<file path="config.mk">
export PLATFORM = sky130hd
export DESIGN_NAME = fess_top
export DESIGN_NICKNAME = d
export VERILOG_FILES = /design/src/fess_pkg.sv /design/src/fess_timer.sv /design/src/fess_axil.sv /design/src/fess_top.sv
export VERILOG_INCLUDE_DIRS = /design/src
export SDC_FILE = /design/constraint.sdc
export NUM_CORES = 1
export LEC_CHECK = 0
export ABC_AREA = 1
export BUFFER_PORTS_ARGS = -buffer_cell sky130_fd_sc_hd__buf_2
export CAP_MARGIN = 10
export CORE_MARGIN = 2
export CORE_UTILIZATION = 39
export CTS_CLUSTER_DIAMETER = 120
export DETAILED_ROUTE_END_ITERATION = 16
export PLACE_DENSITY_LB_ADDON = 0.15
export SLEW_MARGIN = 5
export SYNTH_ARGS = -nofsm -noshare
export SYNTH_HDL_FRONTEND = slang
export SYNTH_SLANG_ARGS = --single-unit
</file>
<file path="constraint.sdc">
create_clock -name aclk -period 4.5 [get_ports aclk]
set_input_delay 0.9 -clock aclk [delete_from_list [all_inputs] [get_ports aclk]]
set_output_delay 0.9 -clock aclk [all_outputs]
set_load 0.02 [all_outputs]
</file>
<file path="src/fess_defines.svh">
// Constants of the flash erase and status sequencer: offsets, fields,
// reset values, command codes and timing figures.
// Assumes inclusion by bare name from the package and the design modules.
`ifndef FESS_DEFINES_SVH
`define FESS_DEFINES_SVH

// ***************************************************************
// Timing
// ***************************************************************
`define FESS_CLK_KHZ      25000
`define FESS_OSC_MS       30
`define FESS_SETUP_MS     10
`define FESS_ERASE_MS     100
`define FESS_TMR_W        24

// ***************************************************************
// Programmer command codes
// ***************************************************************
`define FESS_CMD_READ     8'h00
`define FESS_CMD_ERASE    8'h20
`define FESS_CMD_STATUS   8'h71

// ***************************************************************
// Register offsets and reset values
// ***************************************************************
`define FESS_OFF_CTRL     8'h00
`define FESS_OFF_LIMIT    8'h04
`define FESS_OFF_STATUS   8'h08
`define FESS_OFF_COUNT    8'h0c
`define FESS_CTRL_RST     1'h0
`define FESS_LIMIT_RST    16'h0000
`define FESS_COUNT_RST    16'h0000
`define FESS_SBYTE_RST    8'h00

// ***************************************************************
// Field positions
// ***************************************************************
`define FESS_CTRL_FAIL    0
`define FESS_SB_ABN       7
`define FESS_SB_CMD       6
`define FESS_SB_PRG       5
`define FESS_SB_ERS       4
`define FESS_SB_CNT       1
`define FESS_SB_ADR       0
`define FESS_ST_END       8
`define FESS_ST_RES       9
`define FESS_ST_BUSY      10
`define FESS_ST_RDY       11

`endif

</file>
<file path="src/fess_pkg.sv">
// Types shared by the flash erase and status sequencer modules.
// Assumes fess_defines.svh is on the include path.
`include "fess_defines.svh"

package fess_pkg;

   typedef enum logic [6:0]
   {
      ST_BOOT    = 7'h01,
      ST_MEMRD   = 7'h02,
      ST_WAIT    = 7'h04,
      ST_ERS2    = 7'h08,
      ST_STS2    = 7'h10,
      ST_ERASING = 7'h20,
      ST_STATUS  = 7'h40
   } fess_state_e;

   typedef struct packed
   {
      logic        ce_n;
      logic        oe_n;
      logic        we_n;
      logic        write_gate;
      logic [17:0] addr;
      logic [7:0]  wdata;
   } fess_pbus_s;

   typedef struct packed
   {
      logic       oe;
      logic [7:0] data;
   } fess_pdout_s;

endpackage : fess_pkg

</file>
<file path="src/fess_timer.sv">
// Down-counter used for the start-up delay and for the erase time.
// Assumes the loader holds off reading done until the cycle after load.
`include "fess_defines.svh"

module fess_timer
(
   // Clock and reset
   input  wire logic                   aclk,
   input  wire logic                   aresetn,
   // Control
   input  wire logic                   load,
   input  wire logic [`FESS_TMR_W-1:0] load_val,
   output logic                        done
);

   logic [`FESS_TMR_W-1:0] count;

   always_ff @(posedge aclk)
   begin
      if (!aresetn)
         count <= '0;
      else if (load)
         count <= load_val;
      else if (count != '0)
         count <= count - `FESS_TMR_W'(1);
   end

   assign done = (count == '0);

endmodule : fess_timer

</file>
<file path="src/fess_axil.sv">
// AXI4-Lite slave front end: takes one write and one read at a time and
// hands each to the register file as a one-cycle request.
// Assumes the register file answers rd_data and both errors in the same cycle.
module fess_axil
(
   // Clock and reset
   input  wire logic        aclk,
   input  wire logic        aresetn,
   // Write channels
   input  wire logic [7:0]  awaddr,
   input  wire logic        awvalid,
   output logic             awready,
   input  wire logic [31:0] wdata,
   input  wire logic [3:0]  wstrb,
   input  wire logic        wvalid,
   output logic             wready,
   output logic [1:0]       bresp,
   output logic             bvalid,
   input  wire logic        bready,
   // Read channels
   input  wire logic [7:0]  araddr,
   input  wire logic        arvalid,
   output logic             arready,
   output logic [31:0]      rdata,
   output logic [1:0]       rresp,
   output logic             rvalid,
   input  wire logic        rready,
   // Register file side
   output logic             wr_req,
   output logic [7:0]       wr_addr,
   output logic [31:0]      wr_data,
   output logic [3:0]       wr_strb,
   input  wire logic        wr_err,
   output logic             rd_req,
   output logic [7:0]       rd_addr,
   input  wire logic [31:0] rd_data,
   input  wire logic        rd_err
);

   // The ready outputs are the free flags themselves, so they come from flops.
   assign wr_req = !awready && !wready && !bvalid;
   assign rd_req = !arready && !rvalid;

   always_ff @(posedge aclk)
   begin
      if (!aresetn)
      begin
         awready <= 1'b1;
         wready  <= 1'b1;
         bvalid  <= 1'b0;
         bresp   <= 2'h0;
         wr_addr <= 8'h00;
         wr_data <= 32'h0000_0000;
         wr_strb <= 4'h0;
      end
      else
      begin
         if (awvalid && awready)
         begin
            awready <= 1'b0;
            wr_addr <= awaddr;
         end
         if (wvalid && wready)
         begin
            wready  <= 1'b0;
            wr_data <= wdata;
            wr_strb <= wstrb;
         end
         if (wr_req)
         begin
            bvalid  <= 1'b1;
            bresp   <= wr_err ? 2'h2 : 2'h0;
            awready <= 1'b1;
            wready  <= 1'b1;
         end
         else if (bvalid && bready)
            bvalid <= 1'b0;
      end
   end

   always_ff @(posedge aclk)
   begin
      if (!aresetn)
      begin
         arready <= 1'b1;
         rvalid  <= 1'b0;
         rresp   <= 2'h0;
         rdata   <= 32'h0000_0000;
         rd_addr <= 8'h00;
      end
      else if (arvalid && arready)
      begin
         arready <= 1'b0;
         rd_addr <= araddr;
      end
      else if (rd_req)
      begin
         rvalid <= 1'b1;
         rdata  <= rd_data;
         rresp  <= rd_err ? 2'h2 : 2'h0;
      end
      else if (rvalid && rready)
      begin
         rvalid  <= 1'b0;
         arready <= 1'b1;
      end
   end

endmodule : fess_axil

</file>
<file path="src/fess_top.sv">
// Programmer-mode sequencer of the on-chip flash: whole-array erase,
// status read mode, status polling and start-up command lockout.
// Assumes programmer pins are synchronous to aclk and the array is outside.
//
// The address map and the AXI4-Lite slave port were chosen for this implementation.
`include "fess_defines.svh"

module fess_top
#(
   parameter int unsigned START_CYC = (`FESS_OSC_MS + `FESS_SETUP_MS) * `FESS_CLK_KHZ,
   parameter int unsigned ERASE_CYC = `FESS_ERASE_MS * `FESS_CLK_KHZ
)
(
   // Clock and reset
   input  wire logic                 aclk,
   input  wire logic                 aresetn,
   // Programmer bus
   input  wire fess_pkg::fess_pbus_s pbus,
   output fess_pkg::fess_pdout_s     pdout,
   // Flash array
   input  wire logic [7:0]           array_rdata,
   output logic                      erase_all,
   // AXI4-Lite write channels
   input  wire logic [7:0]           awaddr,
   input  wire logic                 awvalid,
   output logic                      awready,
   input  wire logic [31:0]          wdata,
   input  wire logic [3:0]           wstrb,
   input  wire logic                 wvalid,
   output logic                      wready,
   output logic [1:0]                bresp,
   output logic                      bvalid,
   input  wire logic                 bready,
   // AXI4-Lite read channels
   input  wire logic [7:0]           araddr,
   input  wire logic                 arvalid,
   output logic                      arready,
   output logic [31:0]               rdata,
   output logic [1:0]                rresp,
   output logic                      rvalid,
   input  wire logic                 rready
);

   // ***************************************************************
   // Declarations
   // ***************************************************************
   fess_pkg::fess_state_e  state;
   fess_pkg::fess_state_e  next_state;
   logic                   we_q;
   logic                   wr_evt;
   logic                   cmd_ok;
   logic                   boot_armed;
   logic                   tmr_load;
   logic [`FESS_TMR_W-1:0] tmr_val;
   logic                   tmr_done;
   logic [7:0]             status_byte;
   logic [7:0]             err_set;
   logic                   operation_end_flag;
   logic                   completion_result_flag;
   logic                   poll_hold;
   logic                   poll_set;
   logic                   poll_ok;
   logic                   erase_start;
   logic                   erase_good;
   logic                   fail_inject;
   logic [15:0]            erase_limit;
   logic [15:0]            erase_count;
   logic                   wr_req;
   logic [7:0]             wr_addr;
   logic [31:0]            wr_data;
   logic [3:0]             wr_strb;
   logic                   wr_err;
   logic                   rd_req;
   logic [7:0]             rd_addr;
   logic [31:0]            rd_data;
   logic                   rd_err;
   fess_pkg::fess_pdout_s  next_pdout;

   function automatic logic fess_hit(input logic [7:0] a, input logic [7:0] off);
      fess_hit = (a[7:2] == off[7:2]);
   endfunction : fess_hit

   // ***************************************************************
   // Command write detection
   // ***************************************************************
   // A write is taken on the rising write strobe while chip select is low.
   assign wr_evt = !pbus.ce_n && pbus.we_n && !we_q;
   assign cmd_ok = wr_evt && (state != fess_pkg::ST_BOOT) && (state != fess_pkg::ST_ERASING);

   always_ff @(posedge aclk)
   begin
      if (!aresetn)
         we_q <= 1'b1;
      else
         we_q <= pbus.we_n;
   end

   // ***************************************************************
   // Sequencer
   // ***************************************************************
   always_comb
   begin
      next_state  = state;
      err_set     = 8'h00;
      erase_start = 1'b0;
      erase_good  = 1'b0;
      poll_set    = 1'b0;
      poll_ok     = 1'b0;
      tmr_load    = 1'b0;
      tmr_val     = `FESS_TMR_W'(ERASE_CYC);
      case (state)
         fess_pkg::ST_BOOT:
         begin
            if (!boot_armed)
            begin
               tmr_load = 1'b1;
               tmr_val  = `FESS_TMR_W'(START_CYC);
            end
            else if (tmr_done)
               next_state = fess_pkg::ST_MEMRD;
         end
         fess_pkg::ST_ERS2:
         begin
            if (cmd_ok)
            begin
               next_state = fess_pkg::ST_WAIT;
               if (pbus.wdata != `FESS_CMD_ERASE)
                  err_set[`FESS_SB_CMD] = 1'b1;
               else if (!pbus.write_gate)
               begin
                  err_set[`FESS_SB_ERS] = 1'b1;
                  poll_set = 1'b1;
               end
               else if ((erase_limit != 16'h0000) && (erase_count >= erase_limit))
               begin
                  err_set[`FESS_SB_CNT] = 1'b1;
                  poll_set = 1'b1;
               end
               else
               begin
                  erase_start = 1'b1;
                  tmr_load    = 1'b1;
                  next_state  = fess_pkg::ST_ERASING;
               end
            end
         end
         fess_pkg::ST_STS2:
         begin
            if (cmd_ok)
            begin
               if (pbus.wdata == `FESS_CMD_STATUS)
                  next_state = fess_pkg::ST_STATUS;
               else
               begin
                  next_state = fess_pkg::ST_WAIT;
                  err_set[`FESS_SB_CMD] = 1'b1;
               end
            end
         end
         fess_pkg::ST_ERASING:
         begin
            if (tmr_done)
            begin
               next_state = fess_pkg::ST_WAIT;
               poll_set   = 1'b1;
               if (fail_inject)
                  err_set[`FESS_SB_ERS] = 1'b1;
               else
               begin
                  erase_good = 1'b1;
                  poll_ok    = 1'b1;
               end
            end
         end
         default:
         begin
            if (cmd_ok)
            begin
               if (pbus.wdata == `FESS_CMD_READ)
                  next_state = fess_pkg::ST_MEMRD;
               else if (pbus.wdata == `FESS_CMD_ERASE)
                  next_state = fess_pkg::ST_ERS2;
               else if (pbus.wdata == `FESS_CMD_STATUS)
                  next_state = (state == fess_pkg::ST_STATUS) ? fess_pkg::ST_STATUS : fess_pkg::ST_STS2;
               else
               begin
                  next_state = fess_pkg::ST_WAIT;
                  err_set[`FESS_SB_CMD] = 1'b1;
               end
            end
         end
      endcase
      if (err_set != 8'h00)
         err_set[`FESS_SB_ABN] = 1'b1;
   end

   always_ff @(posedge aclk)
   begin
      if (!aresetn)
      begin
         state      <= fess_pkg::ST_BOOT;
         boot_armed <= 1'b0;
      end
      else
      begin
         state <= next_state;
         if (tmr_load && (state == fess_pkg::ST_BOOT))
            boot_armed <= 1'b1;
      end
   end

   fess_timer u_timer
   (
      .aclk     (aclk),
      .aresetn  (aresetn),
      .load     (tmr_load),
      .load_val (tmr_val),
      .done     (tmr_done)
   );

   // The array sees one erase line only, so nothing smaller can be erased.
   always_ff @(posedge aclk)
   begin
      if (!aresetn)
         erase_all <= 1'b0;
      else
         erase_all <= (next_state == fess_pkg::ST_ERASING);
   end

   // ***************************************************************
   // Status byte and polling flags
   // ***************************************************************
   // Clear first, then set, so an error raised by the clearing write stays.
   always_ff @(posedge aclk)
   begin
      if (!aresetn)
         status_byte <= `FESS_SBYTE_RST;
      else if (cmd_ok && (pbus.wdata != `FESS_CMD_STATUS))
         status_byte <= err_set;
      else
         status_byte <= status_byte | err_set;
   end

   always_ff @(posedge aclk)
   begin
      if (!aresetn)
      begin
         poll_hold              <= 1'b0;
         operation_end_flag     <= 1'b0;
         completion_result_flag <= 1'b0;
      end
      else if (poll_set)
      begin
         poll_hold              <= 1'b1;
         operation_end_flag     <= poll_ok;
         completion_result_flag <= 1'b1;
      end
      else if (cmd_ok || erase_start)
         poll_hold <= 1'b0;
   end

   // ***************************************************************
   // Programmer data output
   // ***************************************************************
   always_comb
   begin
      next_pdout.oe   = !pbus.ce_n && !pbus.oe_n && pbus.we_n && (state != fess_pkg::ST_BOOT);
      next_pdout.data = 8'h00;
      if (state == fess_pkg::ST_ERASING)
         next_pdout.data = 8'h00;
      else if (state == fess_pkg::ST_STATUS)
         next_pdout.data = status_byte & 8'hf3;
      else if (poll_hold)
         next_pdout.data = {operation_end_flag, completion_result_flag, 6'h00};
      else if (state == fess_pkg::ST_MEMRD)
         next_pdout.data = array_rdata;
   end

   always_ff @(posedge aclk)
   begin
      if (!aresetn)
         pdout <= '0;
      else
         pdout <= next_pdout;
   end

   // ***************************************************************
   // Register file
   // ***************************************************************
   assign wr_err = !(fess_hit(wr_addr, `FESS_OFF_CTRL) || fess_hit(wr_addr, `FESS_OFF_LIMIT));

   always_ff @(posedge aclk)
   begin
      if (!aresetn)
      begin
         fail_inject <= `FESS_CTRL_RST;
         erase_limit <= `FESS_LIMIT_RST;
      end
      else if (wr_req)
      begin
         if (fess_hit(wr_addr, `FESS_OFF_CTRL))
         begin
            if (wr_strb[0])
               fail_inject <= wr_data[`FESS_CTRL_FAIL];
         end
         else if (fess_hit(wr_addr, `FESS_OFF_LIMIT))
         begin
            for (int b = 0; b < 2; b++)
               if (wr_strb[b])
                  erase_limit[b*8 +: 8] <= wr_data[b*8 +: 8];
         end
      end
   end

   always_ff @(posedge aclk)
   begin
      if (!aresetn)
         erase_count <= `FESS_COUNT_RST;
      else if (erase_good && (erase_count != 16'hffff))
         erase_count <= erase_count + 16'h0001;
   end

   always_comb
   begin
      rd_data = 32'h0000_0000;
      rd_err  = 1'b0;
      if (fess_hit(rd_addr, `FESS_OFF_CTRL))
         rd_data[`FESS_CTRL_FAIL] = fail_inject;
      else if (fess_hit(rd_addr, `FESS_OFF_LIMIT))
         rd_data[15:0] = erase_limit;
      else if (fess_hit(rd_addr, `FESS_OFF_STATUS))
      begin
         rd_data[7:0]           = status_byte;
         rd_data[`FESS_ST_END]  = operation_end_flag;
         rd_data[`FESS_ST_RES]  = completion_result_flag;
         rd_data[`FESS_ST_BUSY] = (state == fess_pkg::ST_ERASING);
         rd_data[`FESS_ST_RDY]  = (state != fess_pkg::ST_BOOT);
      end
      else if (fess_hit(rd_addr, `FESS_OFF_COUNT))
         rd_data[15:0] = erase_count;
      else
         rd_err = 1'b1;
   end

   fess_axil u_axil
   (
      .aclk    (aclk),
      .aresetn (aresetn),
      .awaddr  (awaddr),
      .awvalid (awvalid),
      .awready (awready),
      .wdata   (wdata),
      .wstrb   (wstrb),
      .wvalid  (wvalid),
      .wready  (wready),
      .bresp   (bresp),
      .bvalid  (bvalid),
      .bready  (bready),
      .araddr  (araddr),
      .arvalid (arvalid),
      .arready (arready),
      .rdata   (rdata),
      .rresp   (rresp),
      .rvalid  (rvalid),
      .rready  (rready),
      .wr_req  (wr_req),
      .wr_addr (wr_addr),
      .wr_data (wr_data),
      .wr_strb (wr_strb),
      .wr_err  (wr_err),
      .rd_req  (rd_req),
      .rd_addr (rd_addr),
      .rd_data (rd_data),
      .rd_err  (rd_err)
   );

endmodule : fess_top

</file>
==> results of run 1 <==
state kept, by name, summed over array words and instances, names as in the netlist, 2 cells and up:
name / flops
u_axil.rdata: 16
u_axil.wr_addr: 6
u_axil.rd_addr: 6
pdout: 9
u_timer.count: 24
erase_count: 16
state: 7
erase_limit: 16
u_axil.wr_strb: 2
u_axil.wr_data: 16
status_byte: 4
worst max-delay path, delay by kind of cell (launching register included):
kind                       cells  cell delay [ns]
adders and majority gates      1             0.29
and+or+nand+nor               11             1.19
AOI/OAI and AO/OA              1             0.11
buffers and inverters          2             0.16
DFF                            1             0.45
logic make-up after synthesis:
family | count (synthesis)
AO/OA/AOI/OAI | 186
XOR/XNOR | 20
adder cells (fa/ha/maj) | 18
buffers and inverters | 174
flip-flops | 136
other | 1
AND/OR/NAND/NOR | 441
cells in the mapped netlist, types with 5 or more instances:
| library cell | number |
|---|---|
| nor2_1 | 139 |
| a21oi_1 | 78 |
| nor3_1 | 31 |
| ha_1 | 18 |
| buf_4 | 18 |
| a211oi_1 | 11 |
| xor2_1 | 16 |
| dfxtp_1 | 136 |
| nor4_1 | 11 |
| nor2_4 | 7 |
| nand2_4 | 5 |
| inv_2 | 5 |
| inv_1 | 126 |
| o22ai_1 | 13 |
| nand4_1 | 11 |
| nand2_2 | 6 |
| o21ai_0 | 69 |
| nand2_1 | 166 |
| clkbuf_1 | 16 |
| nand3_1 | 43 |
metrics by stage:
step                worst slack [ns]  power (W)  hold WS (ns)  area (µm²)
detailed placement              1.77    0.00223         0.449        7560
floorplan                       2.28    0.00206         0.430        7010
finish                          2.17    0.00358         0.457        8150
CTS                             2.18    0.00362         0.457        8150
global placement                1.77    0.00223         0.442        7560
global route                    1.96    0.00379         0.476        8150
final timing paths:
check                           slack, ns                              end  cells past startpoint                             from
worst max-delay path                 2.17   u_timer.count[21]$_SDFFE_PN0P_                     15      erase_count[0]$_SDFFE_PN0P_
worst min register to register       0.46  u_axil.wr_data[13]$_SDFFE_PN0P_                      2  u_axil.wr_data[13]$_SDFFE_PN0P_
worst min-delay path                 0.46  u_axil.wr_data[13]$_SDFFE_PN0P_                      2  u_axil.wr_data[13]$_SDFFE_PN0P_
worst max register to register       2.17   u_timer.count[21]$_SDFFE_PN0P_                     15      erase_count[0]$_SDFFE_PN0P_
layer usage:
| metal | up-vias | GRT usage [%] | wire (µm) |
|---|---|---|---|
| met4 | 0 | 6.47 | 259 |
| met1 | 2740 | 26.5 | 8580 |
| met5 | - | 0 | 0 |
| li1 | 3348 | - | - |
| met2 | 164 | 28.4 | 7320 |
| met3 | 18 | 3.86 | 1040 |
power by group through the flow:
stage / Sequential [W] / Combinational [W] / Clock, W
6_report: 0.00140 / 0.000814 / 0.00137
5_1_grt: 0.00141 / 0.000921 / 0.00145
4_1_cts: 0.00139 / 0.000819 / 0.00140
3_5_place_dp: 0.00142 / 0.000815 / 0
3_3_place_gp: 0.00142 / 0.000809 / 0
2_1_floorplan: 0.00141 / 0.000655 / 0
layout make-up:
type,count,area (µm²)
timing repair buffer,95,490
clock buffer,21,460
tap,225,282
fill,1809,9210
inverter,134,509
clock inverter,11,124
multi-input combinational,683,3560
sequential,136,2720
layout by cell type, fill, tap and decap left out, types with 3 or more instances in the layout:
master        n
clkbuf_16    17
nand3_4       3
a21oi_1      78
nand2_1     166
xor2_1       16
dfxtp_1     136
nor3_2        3
clkinvlp_4    3
nor4_1       11
nor2_1      139
nor2_4        7
nor3_1       31
a211oi_1     11
nand2_4       5
nand3_1      43
nor2_2        4
buf_4         6
xnor2_1       4
conb_1       18
clkinv_4      3
buf_2        89
inv_2         5
a22oi_1       3
clkinv_2      4
nand4_1      11
inv_1       126
o22ai_1      13
ha_1         18
nand2_2       6
o21ai_0      69
==> metrics, run 1 <==
Worst Path Required roughly 4.8 ns; Yosys reg bits between 100 and 150; critical path data arrival time approximately 2.6 ns; final number of setup-violating endpoints 0; Final Core Density between 40% and 50%; min-delay worst type reg -> reg; Chip Width 137 µm; slowest stage delay, CP 0.45 ns; final hold violation count 0; synth warn 0; Internal 0.00243 W; clock network power share between 30% and 40%; Crit-path slowest cell dfxtp_1; detailed-route wire length 17.2 mm; Core Rows between 40 and 50; CP most frequent cell nand2_1; cells resized by post-CTS repair 0; status finished, final reports clean; fmax 428 MHz; total CTS buffers 17; starting density of the core 40.0%; P_leak 3.62 nW; CTS clk-pin slew, worst paths about 0.060 ns; Async SR Flop Fraction 0%; GRT Residual Overflow 0; P per Cell Area roughly 440 mW/mm²; Placer Congestion 0.845; Final ANT Viol Nets 0; DRC violations left 0; Ports approximately 150; Mapped Area ~0.007 mm²; Worst slew margin a little over two fifths; area share of the largest cell type after synthesis between 30% and 40%; chip height approximately 140 µm; Initial DRC Count 338; Tightest Pin Transition roughly 0.85 ns; area growth from synthesis to layout 17.2%; Worst Setup End Kind flip-flop; clock skew around 0.016 ns; sequential-to-total area share from yosys stat between 30% and 40%; P_sw 0.00115 W; Synth Area in Adders 3.24%; Core Area 0.0174 mm²; final slew viol count 0; number of global-route vias before repair 5,571; root buf cell clkbuf_16; Net Sw Frac 32.2%; post-DR wirelength/cell 13.2 µm; post-synthesis average cell area 7.12 µm²; RSZ-0062 raised after global routing no; largest net degree at the start of global routing 61; Placed Cells roughly 1.3k; die area roughly 0.019 mm²; largest family of logic cells by synthesized area simple AND/OR/NAND/NOR gates; crit path launch type flip-flop; first-pass GRT wire length 27.7 mm; via count roughly 6.3k; diode count 0; layout cell share with drive strength beyond 1 around 16%; antenna violations before repair 0; Clock Tree Buf Depth 2; HPWL after detailed placement approximately 13 mm; DR vias/cell 4.80; CTS tree done; CP Class reg -> reg; setup bufs post-CTS 0; max_cap viols 0; Logic pwr share a little under a quarter; Synth Area in XOR/XNOR approximately 2.5%; Reg power frac between 30% and 40%; DRT Pass-1 Iters 5; Clk Latency, worst-skew pair between 0.4 and 0.5 ns; Port-buffer cells 89; Compound-Gate Fraction of Synth Area 14.7%; All-Layer GR Usage 18.8%; final cell count without fillers around 1.3k; simple-gate share of the synthesized area between 20% and 30%; Syn Inst Count between 900 and 1k; H-tree Lvls 4; Tcrit/Tclk final between 50 and 60%; Sinks on Clock Net between 100 and 150; library cells used by synthesis between 40 and 50; dominant cell type by area after synthesis dfxtp_1; ranking of synthesized cells by area dfxtp_1, nand2_1, nor2_1; number of flops mapped to enable cells by yosys 0; nets around 1.2k; main flop type after synthesis dfxtp_1; Max VDD drop ~0.00026 V; Crit Path Max Fanout 7; mux contribution to synthesized area 0%; # hold bufs at CTS 0; Tmin final roughly 2.3 ns; crit-path cells inv_1, ha_1, nand4_1, nor2_1, nor2_1, nand2_1, nand2_1, nand2_1, nand2_1, nand2_4, nand2_4, nor2_4, nor2_4, o21ai_1, inv_1; setup TNS 0 ns
Power figures use the tool's default switching activity.
==> inputs of run 2 (changes only) <==
--- a/config.mk
+++ b/config.mk
@@ -6,7 +6,7 @@
 export SDC_FILE = /design/constraint.sdc
 export NUM_CORES = 1
 export LEC_CHECK = 0
-export ABC_AREA = 1
+export ABC_AREA = 0
 export BUFFER_PORTS_ARGS = -buffer_cell sky130_fd_sc_hd__buf_2
 export CAP_MARGIN = 10
 export CORE_MARGIN = 2
==> constraint.sdc (replaced) <==
create_clock -name aclk -period 2.3 [get_ports aclk]
set_input_delay 0.46 -clock aclk [delete_from_list [all_inputs] [get_ports aclk]]
set_output_delay 0.46 -clock aclk [all_outputs]
set_load 0.02 [all_outputs]
==> run 2 against run 1 <==
Compared with the run above: the run now ends with negative setup slack left; critical path type unchanged; final area grew 5.8%; routed wire length grew 0.44%; power grew 75%; via count shrank 6.0%.
==> metrics, run 2 <==
register-to-register path setup slack -0.12 ns (-2.28 ns); largest register by flop count u_timer.count; final slew viol count 0 (unchanged); Hold EP pdout[8]$_SDFF_PN0_; number of global-route vias before repair 5,881 (+5.6%); final number of setup-violating endpoints 1 (+1); Yosys reg bits 136 (unchanged); Tmin final 2.42 ns (+0.0820 ns); most frequent cell after synthesis dfxtp_1; violated checks negative setup slack; critical path data arrival time 2.74 ns (+0.10 ns); most frequent cells after synthesis dfxtp_1, nand2_1, nor2_1, a21oi_1, clkbuf_1; crit-path cells or4_4, nor3_4, and3_4, and3_4, o21ai_2, or4b_4, a2111oi_4; Internal 0.00469 W (+93%); Net Sw Frac 25.2% (-6.9 points); status complete, but fails checks; Worst slew margin 58.1% (+15 points); dominant cell type by area after synthesis dfxtp_1; post-synthesis average cell area 8.16 µm² (+15%); FF-to-FF Start u_timer.count[3]$_SDFFE_PN0P_; Clk Latency, worst-skew pair 0.42 ns (about the same); worst reg2reg path depth 7 (-8); Syn Inst Count 775 (-21%); antenna violations before repair 0 (unchanged); commonest non-fill, non-tap cells in the layout dfxtp_1, nand2_1, buf_2; Final Core Density 54.3% (+7.3 points); Async SR Flop Fraction 0% (unchanged); H-tree Lvls 4 (unchanged); die area 0.0172 mm² (-8.8%); area growth from synthesis to layout 36.3%; largest net degree at the start of global routing 94 (+54%); RSZ-0062 raised after global routing yes; diode count 0 (unchanged); Initial DRC Count 333 (-1.5%); crit path launch type flip-flop; Port-buffer cells 89 (unchanged); min-delay worst type in -> reg; sequential-to-total area share from yosys stat 43.1% (+3.9 points); final hold violation count 0 (unchanged); GRT Residual Overflow 0 (unchanged); ranking of synthesized cells by area dfxtp_1, nand2_1, a21oi_1; P_sw 0.00158 W (+37%); clock skew 0.00583 ns (-0.00971 ns); P per Cell Area 727 mW/mm² (+65%); Tightest Pin Transition 0.622 ns (-0.229 ns); Cell Area, Placed 0.00754 mm² (-0.33%); Setup WS post-layout -0.116 ns (-2.28 ns); Core Rows 46 (-4.2%); root buf cell clkbuf_16; HPWL after detailed placement 12.5 mm (-0.68%); Worst Path Required 2.62 ns (-2.19 ns); area share of the largest cell type after synthesis 43.1% (+3.9 points); synth warn 0 (unchanged); post-DR wirelength/cell 14.7 µm (+12%); max FFs per register 24 (unchanged); slowest stage delay, CP 0.55 ns (+0.10 ns); Reg power frac 40.1% (+1.1 points); worst r2r dst erase_all$_SDFF_PN0_; Core Area 0.0159 mm² (-8.5%); Final Cell Area 0.00862 mm² (+5.8%); Hold Crit Start pbus[28]; Ports 148 (unchanged); Final ANT Viol Nets 0 (unchanged); CTS clk-pin slew, worst paths 0.06 ns (about the same); max_cap viols 0 (unchanged); nets 1,060 (-10%); DRT Pass-1 Iters 5 (unchanged); Crit Path Max Fanout 3 (-4); total CTS buffers 17 (unchanged); hold slack 0.202 ns (-0.255 ns); Clock Tree Buf Depth 2 (unchanged); library cells used by synthesis 55 (+17%); Placer Congestion 0.886 (+4.8%); P_leak 3.61 nW (-0.51%); clock network power share 47.1% (+8.8 points); CP Class reg -> reg; DRC violations left 0 (unchanged); fmax 414 MHz (-3.4%); Chip Width 131 µm (-4.5%); All-Layer GR Usage 20.2% (+1.4 points); Logic pwr share 12.8% (-9.9 points); Worst Setup End Kind flip-flop; Max VDD drop 0.000566 V (+110%); DR vias/cell 5.02 (+4.5%); Crit-path slowest cell or4_4; main flop type after synthesis dfxtp_1; Mapped Area 0.00632 mm² (-9.0%); Tcrit/Tclk final 105% (+53 points); hold path cells 2 (unchanged); CTS tree done; CP most frequent cell and3_4; first-pass GRT wire length 28.6 mm (+3.2%); layout cell share with drive strength beyond 1 30.5% (+15 points); Sinks on Clock Net 136 (unchanged); via count 5,895 (-6.0%); detailed-route wire length 17.3 mm (+0.44%); number of flops mapped to enable cells by yosys 0 (unchanged); starting density of the core 39.8% (-0.24 points); most common cell after layout, fill and taps aside dfxtp_1; chip height 131 µm (-4.5%)
run 2: through the flow:
stage / power (W) / TNS, ns / instances / worst slack, ns
after floorplan: 0.00305 / -0.0809 / 792 / -0.0809
after global placement: 0.00327 / -6.70 / 1135 / -0.319
after detailed placement: 0.00329 / -7.82 / 1135 / -0.397
after CTS: 0.00626 / -0.113 / 1168 / -0.112
after global routing: 0.00652 / -1.58 / 1174 / -0.200
final: 0.00627 / -0.116 / 1174 / -0.116
run 2: worst max path at each step:
stage	startpoint	end	slack, ns	cells past startpoint
6_report	u_timer.count[3]$_SDFFE_PN0P_	erase_all$_SDFF_PN0_	-0.12	7
3_3_place_gp	erase_limit[13]$_SDFFE_PN0P_	erase_all$_SDFF_PN0_	-0.32	10
2_1_floorplan	u_timer.count[3]$_SDFFE_PN0P_	erase_all$_SDFF_PN0_	-0.08	8
3_5_place_dp	erase_limit[13]$_SDFFE_PN0P_	erase_all$_SDFF_PN0_	-0.40	10
4_1_cts	u_timer.count[3]$_SDFFE_PN0P_	erase_all$_SDFF_PN0_	-0.11	7
5_1_grt	u_timer.count[3]$_SDFFE_PN0P_	erase_all$_SDFF_PN0_	-0.20	7
run 2: final cells by class:
class	count	area [µm²]
clock buffers	21	470
clock inverters	11	169
fillers	1528	7270
inverters	28	105
multi-input cells	577	3630
flip-flops and latches	136	2730
well taps	216	270
repair buffers	185	1240
run 2: worst max-delay path, delay by kind of cell, from the launching register on:
family | cells | cell delay [ns]
AO/OA/AOI/OAI | 2 | 0.39
flip-flops | 1 | 0.32
AND/OR/NAND/NOR | 5 | 1.61
run 2: repair_timing:
item                       4_1_cts  5_1_grt
cloned                           0        1
pin swaps                       14       27
setup endpoints to repair       30       41
hold buffers                     0        0
gates resized for setup         24       54
setup buffers                    1        6
run 2: power by group through the flow:
stage	clock network (W)	registers [W]	logic, W
5_1_grt	0.00311	0.00252	0.000890
3_5_place_dp	0	0.00256	0.000728
2_1_floorplan	0	0.00256	0.000485
6_report	0.00295	0.00251	0.000804
4_1_cts	0.00300	0.00251	0.000746
3_3_place_gp	0	0.00256	0.000714
run 2: cell families (layout without fill, tap and decap cells):
family          Yosys count  count (layout)  synth area share (%)
fa+ha+maj                18              18                  3.56
other cells               1              18                0.0593
mux                      19              19                  3.03
simple gates            341             341                  25.8
flops                   136             136                  43.1
buf+inv                  79             245                  5.90
xor+xnor                 32              32                  4.43
compound gates          149             149                  14.2
run 2: routing by layer:
layer,part of all wire [%],routed length (µm),vias to the layer above,GRT usage (%)
met5,0,0,-,0
met4,1.4,235,0,6.58
met3,3.5,610,19,3.90
met2,48,8310,116,34.0
met1,47,8110,2745,26.2
li1,-,-,3015,-
